`src/rsw_regs.svh`:
```
// Function
// - Low-speed clock: RC, crystal or external source
// - Defaults to RC; other choice locked until reset
// - Software calibration factor applied to RC timing; here it is only held and driven out on lsclk_cal
// - External source taken straight from crystal-input pin
// - Enable oscillators, wait 13us for RC start
// - Regulators on only when supply above default threshold
// - Wait 15us regulators, then 150us memory init
// - Apply loaded threshold, wait 2.5us, recheck, release
// - Hold internal reset until stabilisation interval elapses
// - Reassert reset when supply falls below POR threshold
// - Held in reset while pin low; restart on rise
// - Software reset request gives full chip reset
// - Supply monitor: reset, or interrupt on fall/rise
// - Monitor enabled at power-up, extends power-up reset
// - Eight selectable thresholds; flash value, 2.0V default
// - Watchdog counts RC clock through prescaler, 8ms-16.4s; here it counts mclk cycles
// - Watchdog expiry resets chip and sets cause flag
// - Watchdog may raise exception instead of reset
// - Watchdog enabled, longest period after reset or wake
// - Watchdog runs in doze, stops sleep/debug, resumes
`ifndef RSW_REGS_SVH
`define RSW_REGS_SVH

// Timing, in ns
`define RSW_CLK_NS 50
`define RSW_T_OSC_NS 13000
`define RSW_T_REG_NS 15000
`define RSW_T_NVM_NS 150000
`define RSW_T_SVM_NS 2500
`define RSW_T_WDT_NS 8000000
`define RSW_CYC_UP(t) (((t) + `RSW_CLK_NS - 1) / `RSW_CLK_NS)
`define RSW_CYC_DN(t) ((t) / `RSW_CLK_NS)

// Register word indices (byte offset / 4)
`define RSW_A_LSCLK 3'h0
`define RSW_A_CAL 3'h1
`define RSW_A_SVM 3'h2
`define RSW_A_WDT 3'h3
`define RSW_A_KICK 3'h4
`define RSW_A_SWRST 3'h5
`define RSW_A_STATUS 3'h6

// Field positions
`define RSW_SVM_EN_BIT 4
`define RSW_SVM_MODE_LSB 5
`define RSW_WDT_EN_BIT 4
`define RSW_WDT_EXC_BIT 5
`define RSW_ST_WDT_BIT 0
`define RSW_ST_RAM_BIT 1
`define RSW_ST_SUP_BIT 2
`define RSW_ST_RCRUN_BIT 3
`define RSW_ST_LOCK_BIT 4

// Encodings and reset values
`define RSW_LSEL_RC 2'h0
`define RSW_LSEL_XTAL 2'h1
`define RSW_LSEL_EXT 2'h2
`define RSW_LSEL_BAD 2'h3
`define RSW_SVM_THR_RST 3'h1
`define RSW_SVM_MODE_RST 2'h0
`define RSW_SVM_MODE_FALL 2'h1
`define RSW_SVM_MODE_RISE 2'h2
`define RSW_CAL_RST 16'h0000
`define RSW_WDT_PRESC_MAX 4'hb
`define RSW_RESP_OKAY 2'h0
`define RSW_RESP_DECERR 2'h3

`endif

```
`src/rsw_pkg.sv`:
```
package rsw_pkg;

  typedef enum logic [2:0] {
    SEQ_HOLD, SEQ_OSC, SEQ_SUPPLY, SEQ_REG, SEQ_NVM, SEQ_SVM, SEQ_RUN
  } rsw_seq_t;

  typedef struct packed {
    logic [1:0] lsel;
    logic [15:0] cal;
    logic [2:0] svm_thr;
    logic svm_en;
    logic [1:0] svm_mode;
    logic wdt_en;
    logic wdt_exc;
    logic [3:0] wdt_presc;
  } rsw_cfg_t;

  typedef struct packed {
    logic awvalid;
    logic [31:0] awaddr;
    logic wvalid;
    logic [31:0] wdata;
    logic [3:0] wstrb;
    logic bready;
    logic arvalid;
    logic [31:0] araddr;
    logic rready;
  } rsw_axi_req_t;

  typedef struct packed {
    logic awready;
    logic wready;
    logic bvalid;
    logic [1:0] bresp;
    logic arready;
    logic rvalid;
    logic [31:0] rdata;
    logic [1:0] rresp;
  } rsw_axi_rsp_t;

endpackage

```
`src/rsw_top.sv`:
```
// The register addresses and the AXI4-Lite register port were decided locally.
`timescale 1ns/10ps
`include "rsw_regs.svh"
module rsw_top #(
  parameter int WDT_BASE_CYC = `RSW_CYC_DN(`RSW_T_WDT_NS)
) (
  // Clock and reset
  input wire logic mclk,
  input wire logic rst_n,
  // Register bus
  input wire rsw_pkg::rsw_axi_req_t axi_req,
  output rsw_pkg::rsw_axi_rsp_t axi_rsp,
  // Reset sources and supply
  input wire logic ext_reset_pin_n,
  input wire logic power_on_brownout_reset_n,
  input wire logic supply_ok,
  input wire logic [2:0] flash_thr,
  // Low-speed sources
  input wire logic lsrc_rc,
  input wire logic lsrc_xtal,
  input wire logic lsclk_crystal_in_pin,
  input wire logic lsrc_rc_running,
  // Power state
  input wire logic sleep,
  input wire logic dbg_stall,
  // Power-up controls
  output logic hsosc_en,
  output logic core_reg_en,
  output logic nvm_init,
  output logic cpu_rst_n,
  output logic periph_rst_n,
  // Supply monitor
  output logic [2:0] supply_monitor_thr,
  output logic supply_monitor_en,
  output logic supply_monitor_irq,
  // Watchdog and status
  output logic wdt_exc,
  output logic ram_invalid,
  // Low-speed clock
  output logic lsclk,
  output logic [15:0] lsclk_cal
);

  ////////////////////////////////////////////////////////////////////////////

  localparam logic [15:0] C_OSC = 16'(`RSW_CYC_UP(`RSW_T_OSC_NS));
  localparam logic [15:0] C_REG = 16'(`RSW_CYC_UP(`RSW_T_REG_NS));
  localparam logic [15:0] C_NVM = 16'(`RSW_CYC_UP(`RSW_T_NVM_NS));
  localparam logic [15:0] C_SVM = 16'(`RSW_CYC_UP(`RSW_T_SVM_NS));

  if (`RSW_CYC_UP(`RSW_T_NVM_NS) > 65535 || WDT_BASE_CYC < 1) begin : g_chk
    $error("rsw_top: timing counts out of range");
  end

  localparam rsw_pkg::rsw_cfg_t CFG_RST = '{
    lsel: `RSW_LSEL_RC,
    cal: `RSW_CAL_RST,
    svm_thr: `RSW_SVM_THR_RST,
    svm_en: 1'b1,
    svm_mode: `RSW_SVM_MODE_RST,
    wdt_en: 1'b1,
    wdt_exc: 1'b0,
    wdt_presc: `RSW_WDT_PRESC_MAX
  };

  typedef struct packed {
    rsw_pkg::rsw_seq_t seq;
    logic [15:0] tmr;
    rsw_pkg::rsw_cfg_t cfg;
    logic osc_en;
    logic reg_en;
    logic nvm_init;
    logic rel;
    logic kick;
    logic swreq;
    logic wdt_flag;
    logic ram_inv;
    logic sleep_q;
    logic sup_q;
    logic svm_irq;
    logic wdt_exc;
    logic lsclk;
    logic aw_have;
    logic w_have;
    logic [31:0] awaddr;
    logic [31:0] wdata;
    logic [3:0] wstrb;
    rsw_pkg::rsw_axi_rsp_t rsp;
  } rsw_st_t;

  function automatic rsw_st_t st_rst();
    rsw_st_t s;
    s = '0;
    s.seq = rsw_pkg::SEQ_HOLD;
    s.cfg = CFG_RST;
    s.ram_inv = 1'b1;
    s.sup_q = 1'b1;
    s.rsp.awready = 1'b1;
    s.rsp.wready = 1'b1;
    s.rsp.arready = 1'b1;
    return s;
  endfunction

  localparam rsw_st_t ST_RST = st_rst();

  // Bit 3 flags a mapped word; low bits give its index
  function automatic logic [3:0] dec(input logic [31:0] a);
    logic ok;
    ok = (a[31:5] == 27'h0) && (a[1:0] == 2'h0) &&
         (a[4:2] <= `RSW_A_STATUS);
    return {ok, a[4:2]};
  endfunction

  function automatic logic [31:0] wmerge(input logic [31:0] old,
                                         input logic [31:0] nw,
                                         input logic [3:0] strb);
    logic [31:0] r;
    r = old;
    for (int i = 0; i < 4; i++) begin
      if (strb[i]) begin
        r[i*8 +: 8] = nw[i*8 +: 8];
      end
    end
    return r;
  endfunction

  ////////////////////////////////////////////////////////////////////////////

  rsw_st_t q, d;
  logic wdt_expire;
  logic wdt_run;

  assign wdt_run = q.rel && q.cfg.wdt_en && !sleep && !dbg_stall;

  rsw_wdt #(
    .BASE_CYC(WDT_BASE_CYC),
    .PRESC_MAX(int'(`RSW_WDT_PRESC_MAX))
  ) u_wdt (
    .mclk(mclk),
    .rst_n(rst_n),
    .run(wdt_run),
    .restart(q.kick),
    .presc(q.cfg.wdt_presc),
    .expire(wdt_expire)
  );

  ////////////////////////////////////////////////////////////////////////////

  always_comb begin
    logic [3:0] wa;
    logic [3:0] ra;
    logic [31:0] cur;
    logic [31:0] wm;
    logic chip_rst;
    logic pins_ok;
    wa = dec(q.awaddr);
    ra = dec(axi_req.araddr);
    cur = 32'h0;
    wm = 32'h0;
    chip_rst = 1'b0;
    pins_ok = ext_reset_pin_n && power_on_brownout_reset_n;
    d = q;
    d.kick = 1'b0;
    d.svm_irq = 1'b0;
    d.wdt_exc = 1'b0;
    d.sleep_q = sleep;
    d.sup_q = supply_ok;

    // Write channel capture, either order
    if (axi_req.awvalid && q.rsp.awready) begin
      d.aw_have = 1'b1;
      d.awaddr = axi_req.awaddr;
    end
    if (axi_req.wvalid && q.rsp.wready) begin
      d.w_have = 1'b1;
      d.wdata = axi_req.wdata;
      d.wstrb = axi_req.wstrb;
    end
    if (q.rsp.bvalid && axi_req.bready) begin
      d.rsp.bvalid = 1'b0;
    end

    // Perform the write once both halves are held
    if (q.aw_have && q.w_have && !q.rsp.bvalid) begin
      d.aw_have = 1'b0;
      d.w_have = 1'b0;
      d.rsp.bvalid = 1'b1;
      d.rsp.bresp = wa[3] ? `RSW_RESP_OKAY : `RSW_RESP_DECERR;
      case (wa[2:0])
        `RSW_A_LSCLK: begin
          cur = {30'h0, q.cfg.lsel};
          wm = wmerge(cur, q.wdata, q.wstrb);
          // Choice sticks until chip reset
          if (wa[3] && q.cfg.lsel == `RSW_LSEL_RC &&
              wm[1:0] != `RSW_LSEL_BAD) begin
            d.cfg.lsel = wm[1:0];
          end
        end
        `RSW_A_CAL: begin
          cur = {16'h0, q.cfg.cal};
          wm = wmerge(cur, q.wdata, q.wstrb);
          if (wa[3]) begin
            d.cfg.cal = wm[15:0];
          end
        end
        `RSW_A_SVM: begin
          cur = {25'h0, q.cfg.svm_mode, q.cfg.svm_en, 1'b0,
                 q.cfg.svm_thr};
          wm = wmerge(cur, q.wdata, q.wstrb);
          if (wa[3]) begin
            d.cfg.svm_thr = wm[2:0];
            d.cfg.svm_en = wm[`RSW_SVM_EN_BIT];
            d.cfg.svm_mode = wm[`RSW_SVM_MODE_LSB +: 2];
          end
        end
        `RSW_A_WDT: begin
          cur = {26'h0, q.cfg.wdt_exc, q.cfg.wdt_en, q.cfg.wdt_presc};
          wm = wmerge(cur, q.wdata, q.wstrb);
          if (wa[3]) begin
            if (wm[3:0] <= `RSW_WDT_PRESC_MAX) begin
              d.cfg.wdt_presc = wm[3:0];
            end
            d.cfg.wdt_en = wm[`RSW_WDT_EN_BIT];
            d.cfg.wdt_exc = wm[`RSW_WDT_EXC_BIT];
          end
        end
        `RSW_A_KICK: begin
          if (wa[3]) begin
            d.kick = 1'b1;
          end
        end
        `RSW_A_SWRST: begin
          wm = wmerge(32'h0, q.wdata, q.wstrb);
          if (wa[3] && wm[0]) begin
            d.swreq = 1'b1;
          end
        end
        `RSW_A_STATUS: begin
          wm = wmerge(32'h0, q.wdata, q.wstrb);
          if (wa[3] && wm[`RSW_ST_WDT_BIT]) begin
            d.wdt_flag = 1'b0;
          end
          if (wa[3] && wm[`RSW_ST_RAM_BIT]) begin
            d.ram_inv = 1'b0;
          end
        end
        default: begin
        end
      endcase
    end

    // Read channel
    if (q.rsp.rvalid && axi_req.rready) begin
      d.rsp.rvalid = 1'b0;
    end
    if (axi_req.arvalid && q.rsp.arready) begin
      d.rsp.rvalid = 1'b1;
      d.rsp.rresp = ra[3] ? `RSW_RESP_OKAY : `RSW_RESP_DECERR;
      d.rsp.rdata = 32'h0;
      if (ra[3]) begin
        case (ra[2:0])
          `RSW_A_LSCLK: d.rsp.rdata = {30'h0, q.cfg.lsel};
          `RSW_A_CAL: d.rsp.rdata = {16'h0, q.cfg.cal};
          `RSW_A_SVM: begin
            d.rsp.rdata = {25'h0, q.cfg.svm_mode, q.cfg.svm_en, 1'b0,
                           q.cfg.svm_thr};
          end
          `RSW_A_WDT: begin
            d.rsp.rdata = {26'h0, q.cfg.wdt_exc, q.cfg.wdt_en,
                           q.cfg.wdt_presc};
          end
          `RSW_A_STATUS: begin
            d.rsp.rdata[`RSW_ST_WDT_BIT] = q.wdt_flag;
            d.rsp.rdata[`RSW_ST_RAM_BIT] = q.ram_inv;
            d.rsp.rdata[`RSW_ST_SUP_BIT] = supply_ok;
            d.rsp.rdata[`RSW_ST_RCRUN_BIT] = lsrc_rc_running;
            d.rsp.rdata[`RSW_ST_LOCK_BIT] =
              (q.cfg.lsel != `RSW_LSEL_RC);
          end
          default: d.rsp.rdata = 32'h0;
        endcase
      end
    end

    ////////////////////////////////////////////////////////////////////////
    // Start-up sequencer

    case (q.seq)
      rsw_pkg::SEQ_HOLD: begin
        if (pins_ok) begin
          d.seq = rsw_pkg::SEQ_OSC;
          d.osc_en = 1'b1;
          d.tmr = C_OSC;
        end
      end
      rsw_pkg::SEQ_OSC: begin
        if (q.tmr == 16'h0) begin
          d.seq = rsw_pkg::SEQ_SUPPLY;
        end else begin
          d.tmr = q.tmr - 16'h1;
        end
      end
      rsw_pkg::SEQ_SUPPLY: begin
        // Threshold here is still the reset default
        if (supply_ok) begin
          d.reg_en = 1'b1;
          d.seq = rsw_pkg::SEQ_REG;
          d.tmr = C_REG;
        end
      end
      rsw_pkg::SEQ_REG: begin
        if (q.tmr == 16'h0) begin
          d.seq = rsw_pkg::SEQ_NVM;
          d.nvm_init = 1'b1;
          d.tmr = C_NVM;
        end else begin
          d.tmr = q.tmr - 16'h1;
        end
      end
      rsw_pkg::SEQ_NVM: begin
        if (q.tmr == 16'h0) begin
          d.seq = rsw_pkg::SEQ_SVM;
          d.nvm_init = 1'b0;
          d.cfg.svm_thr = flash_thr;
          d.tmr = C_SVM;
        end else begin
          d.tmr = q.tmr - 16'h1;
        end
      end
      rsw_pkg::SEQ_SVM: begin
        if (q.tmr != 16'h0) begin
          d.tmr = q.tmr - 16'h1;
        end else if (supply_ok) begin
          d.seq = rsw_pkg::SEQ_RUN;
          d.rel = 1'b1;
          d.kick = 1'b1;
        end else begin
          // Stay in reset and recheck after another pause
          d.tmr = C_SVM;
        end
      end
      rsw_pkg::SEQ_RUN: begin
        if (q.swreq) begin
          chip_rst = 1'b1;
          d.ram_inv = 1'b1;
        end
        if (wdt_expire && !q.cfg.wdt_exc) begin
          chip_rst = 1'b1;
          d.wdt_flag = 1'b1;
        end
        if (wdt_expire && q.cfg.wdt_exc) begin
          d.wdt_exc = 1'b1;
        end
        // Monitor only acts while awake or dozing
        if (q.cfg.svm_en && !sleep) begin
          if (q.cfg.svm_mode == `RSW_SVM_MODE_RST && !supply_ok) begin
            chip_rst = 1'b1;
          end
          if (q.cfg.svm_mode == `RSW_SVM_MODE_FALL &&
              q.sup_q && !supply_ok) begin
            d.svm_irq = 1'b1;
          end
          if (q.cfg.svm_mode == `RSW_SVM_MODE_RISE &&
              !q.sup_q && supply_ok) begin
            d.svm_irq = 1'b1;
          end
        end
        if (q.sleep_q && !sleep) begin
          d.cfg.wdt_en = 1'b1;
          d.cfg.wdt_presc = `RSW_WDT_PRESC_MAX;
          d.kick = 1'b1;
        end
      end
      default: begin
        d.seq = rsw_pkg::SEQ_HOLD;
      end
    endcase

    // Any reset source restarts the whole sequence with defaults
    if (chip_rst || !pins_ok) begin
      d.seq = rsw_pkg::SEQ_HOLD;
      d.cfg = CFG_RST;
      d.rel = 1'b0;
      d.reg_en = 1'b0;
      d.nvm_init = 1'b0;
      d.osc_en = pins_ok;
      d.swreq = 1'b0;
      d.kick = 1'b0;
    end

    // Low-speed clock source
    case (q.cfg.lsel)
      `RSW_LSEL_XTAL: d.lsclk = lsrc_xtal;
      `RSW_LSEL_EXT: d.lsclk = lsclk_crystal_in_pin;
      default: d.lsclk = lsrc_rc;
    endcase

    d.rsp.awready = !d.aw_have && !d.rsp.bvalid;
    d.rsp.wready = !d.w_have && !d.rsp.bvalid;
    d.rsp.arready = !d.rsp.rvalid;
  end

  always_ff @(posedge mclk or negedge rst_n) begin
    if (!rst_n) begin
      q <= ST_RST;
    end else begin
      q <= d;
    end
  end

  ////////////////////////////////////////////////////////////////////////////

  assign axi_rsp = q.rsp;
  assign hsosc_en = q.osc_en;
  assign core_reg_en = q.reg_en;
  assign nvm_init = q.nvm_init;
  assign cpu_rst_n = q.rel;
  assign periph_rst_n = q.rel;
  assign supply_monitor_thr = q.cfg.svm_thr;
  assign supply_monitor_en = q.cfg.svm_en;
  assign supply_monitor_irq = q.svm_irq;
  assign wdt_exc = q.wdt_exc;
  assign ram_invalid = q.ram_inv;
  assign lsclk = q.lsclk;
  assign lsclk_cal = q.cfg.cal;
endmodule // rsw_top

```
`src/rsw_wdt.sv`:
```
`timescale 1ns/10ps
module rsw_wdt #(
  parameter int BASE_CYC = 160000,
  parameter int PRESC_MAX = 11
) (
  // Clock and reset
  input wire logic mclk,
  input wire logic rst_n,
  // Control
  input wire logic run,
  input wire logic restart,
  input wire logic [3:0] presc,
  // Event
  output logic expire
);
  localparam int BW = $clog2(BASE_CYC + 1);
  localparam int CW = PRESC_MAX + 1;
  localparam logic [BW-1:0] BASE_LAST = BW'(BASE_CYC - 1);

  if (BASE_CYC < 1 || PRESC_MAX > 15) begin : g_chk
    $error("rsw_wdt: unsupported parameters");
  end

  typedef struct packed {
    logic [BW-1:0] base;
    logic [CW-1:0] cnt;
    logic expire;
  } wst_t;

  wst_t q, d;
  logic [CW-1:0] lim;

  always_comb begin
    lim = CW'((CW'(1) << presc) - CW'(1));
    d = q;
    d.expire = 1'b0;
    if (restart) begin
      d.base = '0;
      d.cnt = '0;
    end else if (run) begin
      if (q.base == BASE_LAST) begin
        d.base = '0;
        if (q.cnt >= lim) begin
          d.cnt = '0;
          d.expire = 1'b1;
        end else begin
          d.cnt = q.cnt + CW'(1);
        end
      end else begin
        d.base = q.base + BW'(1);
      end
    end
  end

  always_ff @(posedge mclk or negedge rst_n) begin
    if (!rst_n) begin
      q <= '0;
    end else begin
      q <= d;
    end
  end

  assign expire = q.expire;
endmodule // rsw_wdt

```
`config.mk`:
```
export PLATFORM = sky130hd
export DESIGN_NAME = rsw_top
export DESIGN_NICKNAME = d
export VERILOG_FILES = /design/src/rsw_pkg.sv /design/src/rsw_top.sv /design/src/rsw_wdt.sv
export VERILOG_INCLUDE_DIRS = /design/src
export SDC_FILE = /design/constraint.sdc
export NUM_CORES = 1
export LEC_CHECK = 0
export ABC_CLOCK_PERIOD_IN_PS = 9470
export BUFFER_PORTS_ARGS = -buffer_cell sky130_fd_sc_hd__buf_2
export CORE_AREA = 3 3 168 121
export DETAILED_ROUTE_END_ITERATION = 10
export DIE_AREA = 0 0 171 124
export PLACE_DENSITY = 0.8
export SLEW_MARGIN = 20
export SYNTH_ARGS = -nofsm -noshare
export SYNTH_HDL_FRONTEND = slang
export SYNTH_HIERARCHICAL = 1
export SYNTH_SLANG_ARGS = --single-unit
```
`constraint.sdc`:
```
create_clock -name mclk -period 9.47 [get_ports mclk]
set_input_delay 0.947 -clock mclk [delete_from_list [all_inputs] [get_ports mclk]]
set_output_delay 0.947 -clock mclk [all_outputs]
set_load 0.005 [all_outputs]
```
==> metrics.sh <==
RUN_STATUS='finished, final reports clean'
FINAL-HOLD-VIOLATION-COUNT=0
FIRST_DRT_ITERATION_DRCS=647
SYNTH_TOP_FAMILY_BY_AREA='simple AND/OR/NAND/NOR gates'
ANT_NETS=0
COUNT_OF_FLIP_FLOPS_WITH_A_BUILT_IN_ENABLE_AFTER_SYNTHESIS=0
GRT_UTIL_ALL_LAYERS=0.215
GATES_RESIZED_CTS_REPAIR=0
YOSYS.AREA_SHARE.ADDER=0.0268
SEQ_AREA_FRAC_SYNTH=0.452
COMBINATIONALPOWERSHARE=0.182
CRIT_PATH_CELL_TRACE='or4_1 -> ha_1 -> nor3_1 -> mux2_2 -> a22oi_1 -> ha_1 -> o211ai_1 -> nor2_1 -> a21oi_1 -> o21ai_1 -> o21ai_0'
DRIVE_ABOVE_1_SHARE=0.278
HTREEDEPTH=4
MAX_FREQ_MHz=257
HOLD-PATH-CELL-COUNT=2
TIMING.SLEW.HEADROOM=0.247
POWER.DENSITY_CELL_AREA_mW_PER_MM2=202
CTS_TREE='built'
TRITONCTS_BUFFERS=17
CLKLATENCYLATEPIN_PS=430
LARGEST_NET_DEGREE_AT_THE_START_OF_GLOBAL_ROUTING=106
DETAILROUTE.VIA_COUNT=7450
FLOORPLAN.DIE_AREA_MM2=0.0212
ROUTE.FINAL.WIRE_LENGTH_MM=22.6
DRT_FIRST_PASS_ITERS=5
POWER_SPENT_CHARGING_AND_DISCHARGING_NETS_uW=657
CRIT_PATH_MAX_INCR_DELAY_PS=880
WORST_PIN_SLEW_PS=1130
CORE_MM2=0.0188
PRE_CTS_WS_PS=5670
PORTBUFFERS=154
IR_WORST_VDD_V=0.000138
CRITICAL_PATH.REG2REG.ENDPOINT='u_wdt/q[2]'
POWER.SHARE.SWITCHING=0.311
CTS.SINK_COUNT=168
INITIAL_CORE_UTIL=0.496
CLOCK_EDGE_TRANSITION_AT_THE_REGISTERS_ON_THE_REPORTED_SETUP_AND_HOLD_PATHS_PS=70
FINAL_NET_COUNT=1163
REG2REG_FROM='q[126]'
FINAL.PERIOD_UTILIZATION=0.412
MAX_CAP_VIOL_COUNT=0
IOS=189
DP_CELLS=1247
SETUP_VIOLATIONS=0
POST_SYNTH_AND_OR_NAND_NOR_AREA_FRACTION=0.214
WORSTPATHBUFFERINVERTERCOUNT=0
CHIPWIDTH_UM=171
PREDOMINANT_POST_SYNTHESIS_FLOP_CELL='sky130_fd_sc_hd__dfrtp_1'
FINAL_CRITICAL_PATH_SETUP_SLACK_PS=5570
CTS_HOLD_BUFFERS=0
ANT_DIODES=0
ASYNC_RESET_FF_FRAC=1.00
PWR-SHARE-CLK=0.341
R2R.WORST_PATH.CELLS=11
ARRIVAL_PS=4240
POST_SYNTH_MUX_AREA_SHARE=0.0888
SYNTH.YOSYS.WARNINGS=6
FLOORPLAN.ROWS=42
CLOCK_SKEW_PS=13.4
GRT.OVERFLOW.TOTAL=0
POSTCTSSETUPBUFFERS=0
SYNTHESIS.AREA_MM2=0.00932
DRC_ERRORS=0
GRT_SETUP_UNREPAIRED='false'
FINALCRITICALPERIOD_PS=3900
STARTPOINT='q[126]'
VIAS_IN_THE_FIRST_GLOBAL_ROUTE=7137
GLOBAL_ROUTE_WIRE_LENGTH_BEFORE_REPAIR_MM=36.3
POSTLAYOUTCOREUTIL=0.556
STDCELL_COUNT=1279
FIN_TNS_SETUP_PS=0
CRITICAL-PATH-TOP-DELAY-FAMILY='compound AO/OA/AOI/OAI gates'
TIMING.CRITICAL_PATH.REQUIRED_PS=9810
DIE_H_UM=124
CPMAXSTAGEDELAYCELL='sky130_fd_sc_hd__a21oi_1'
ANTENNA_FOUND_INITIAL=0
CRITPATHCAPTURETYPE='register'
PATH_CLASS='reg -> reg'
DRT-WIRELENGTH-PER-CELL_UM=17.7
P_INT_mW=1.46
SYN_INST=935
P_SEQ_FRAC=0.477
YOSYSUNIQUECELLTYPES=76
SLEW_VIOL_FINAL=0
GPL.FINAL_WEIGHTED_CONGESTION=0.852
MIN-DELAY-PATH-CLASS='reg -> reg'
SYNTH-XOR-AREA-SHARE=0.00470
SYNTH-SEQ-CELLS=168
LEAKAGE_nW=4.66
AREAGROWTHSYNTHTOFINISH_PCT=12.3
CLOCK_TREE.BUFFER_DEPTH=2
WORSTPATHMAXFANOUT=16
PATH_COMMON_CELL='sky130_fd_sc_hd__ha_1'
SYN-MEAN-INSTANCE-AREA_UM2=9.97
LAYOUT.FILLER_CELLS=1641
MIN_FROM='axi_rsp[4]'
PLACE.DETAILED.HPWL_MM=16.4
MIN_TO='axi_rsp[4]'
TIMING.REG2REG.SETUP_SLACK_PS=5570
CP-START-KIND='register'
SYNTH-COMPOUND-AREA-SHARE=0.137
CTS_ROOT_BUF='sky130_fd_sc_hd__clkbuf_16'
POST_DRT_VIA_CELL_RATIO=5.82
## cells by family after synthesis
group,after synthesis
AO/OA/AOI/OAI,192
XOR/XNOR,5
adder cells (fa/ha/maj),20
buffers and inverters,122
flip-flops,168
multiplexers,76
other,1
AND/OR/NAND/NOR,351
## power by group through the flow
stage,sequential [mW],clock [mW],combinational (mW)
floorplan,0.959,0,0.321
global placement,1.01,0,0.371
detailed placement,1.02,0,0.384
CTS,1.01,0.732,0.388
global route,1.03,0.767,0.427
finish,1.01,0.721,0.384
## area by class of cell
type                            instances  area, µm²  share of cell area
Multi-Input combinational cell        660       4450               0.426
Clock inverter                         14        181              0.0173
Tap cell                              242        303              0.0289
Clock buffer                           18        429              0.0410
Sequential cell                       168       4220               0.403
Timing Repair Buffer                  159        815              0.0778
Inverter                               18       67.6             0.00645
## flip-flops by register name (all words and copies together) (netlist names)
signal	count
supply_monitor_en	1
q	86
core_reg_en	1
ram_invalid	1
cpu_rst_n	1
lsclk_cal	16
lsclk	1
wdt_exc	1
supply_monitor_irq	1
u_wdt/q	30
u_wdt/expire	1
nvm_init	1
axi_rsp	23
supply_monitor_thr	3
hsosc_en	1
## layer usage
metal / up-vias / share of wire / track usage
met5: - / 0 / 0
met2: 310 / 0.46 / 0.350
li1: 3517 / - / -
met3: 21 / 0.078 / 0.0533
met1: 3602 / 0.45 / 0.292
met4: 0 / 0.010 / 0.0548
## Yosys cell counts, drive strengths merged (2+ instances only)
cell type  instances  area (µm²)
a41oi              2        17.5
nor4b              4        41.3
nand2             88         330
dfrtp            157        3930
nor2              72         270
nand3b             3        22.5
o2111ai            2        17.5
ha                20         250
and3               6        37.5
o21bai             2        15.0
mux2              54         608
a21o               3        22.5
o31a               2        17.5
a22oi              8        60.1
a22o              17         149
nand4             19         155
and3b              3        26.3
or3                9        56.3
o21a               3        22.5
a31oi             18         113
nand3             30         150
dfstp             11         289
nor3              23         131
xor2               3        26.3
or4                8        63.8
inv               18        67.6
nand2b            18         113
a211oi             4        30.0
nor3b              4        30.0
nor4              28         320
o211ai            10        80.1
nor2b             15        93.8
a21oi             50         250
or2                5        31.3
clkbuf            29         110
o31ai              2        15.0
mux2i             22         220
o221ai            10         100
xnor2              2        17.5
o21ai             47         235
or4b               2        23.8
buf               75         536
and2              11        68.8
## cell usage in the layout, fill, tap and decap left out, types with 16 or more instances in the layout
| master | instances |
|---|---|
| sky130_fd_sc_hd__dfrtp_1 | 157 |
| sky130_fd_sc_hd__buf_2 | 153 |
| sky130_fd_sc_hd__nand2_1 | 88 |
| sky130_fd_sc_hd__nor2_1 | 72 |
| sky130_fd_sc_hd__mux2_2 | 54 |
| sky130_fd_sc_hd__a21oi_1 | 50 |
| sky130_fd_sc_hd__o21ai_0 | 46 |
| sky130_fd_sc_hd__nand3_1 | 30 |
| sky130_fd_sc_hd__mux2i_1 | 22 |
| sky130_fd_sc_hd__nor3_1 | 21 |
| sky130_fd_sc_hd__ha_1 | 20 |
| sky130_fd_sc_hd__inv_1 | 18 |
| sky130_fd_sc_hd__nand2b_1 | 18 |
| sky130_fd_sc_hd__a22o_1 | 17 |
| sky130_fd_sc_hd__a31oi_1 | 17 |
| sky130_fd_sc_hd__clkbuf_16 | 17 |
| sky130_fd_sc_hd__nand4_1 | 16 |
| sky130_fd_sc_hd__nor4_1 | 16 |
| sky130_fd_sc_hd__conb_1 | 16 |
## metrics by stage
step	power (mW)	hold WS, ps	cell area (µm²)
final	2.11	482	10500
after floorplan	1.28	451	9380
after CTS	2.13	488	10500
after global placement	1.38	460	9850
after detailed placement	1.40	472	9860
after global routing	2.22	521	10500
## how the worst max path moves through the flow
stage / end / slack [ps] / cells after the start
final: u_wdt/q[2] / 5570 / 11
after detailed placement: u_wdt/q[2] / 5670 / 11
after floorplan: u_wdt/q[8] / 6500 / 14
after global placement: u_wdt/q[1] / 5820 / 11
after CTS: u_wdt/q[2] / 5670 / 11
after global routing: u_wdt/q[1] / 5380 / 11
## tightest hold or removal path: cells and delay by family (launching register included)
family / cells / cell delay [ps]
DFF: 1 / 340
AOI/OAI and AO/OA: 1 / 60
and+or+nand+nor: 1 / 50
(Power assumes the default switching activity.)
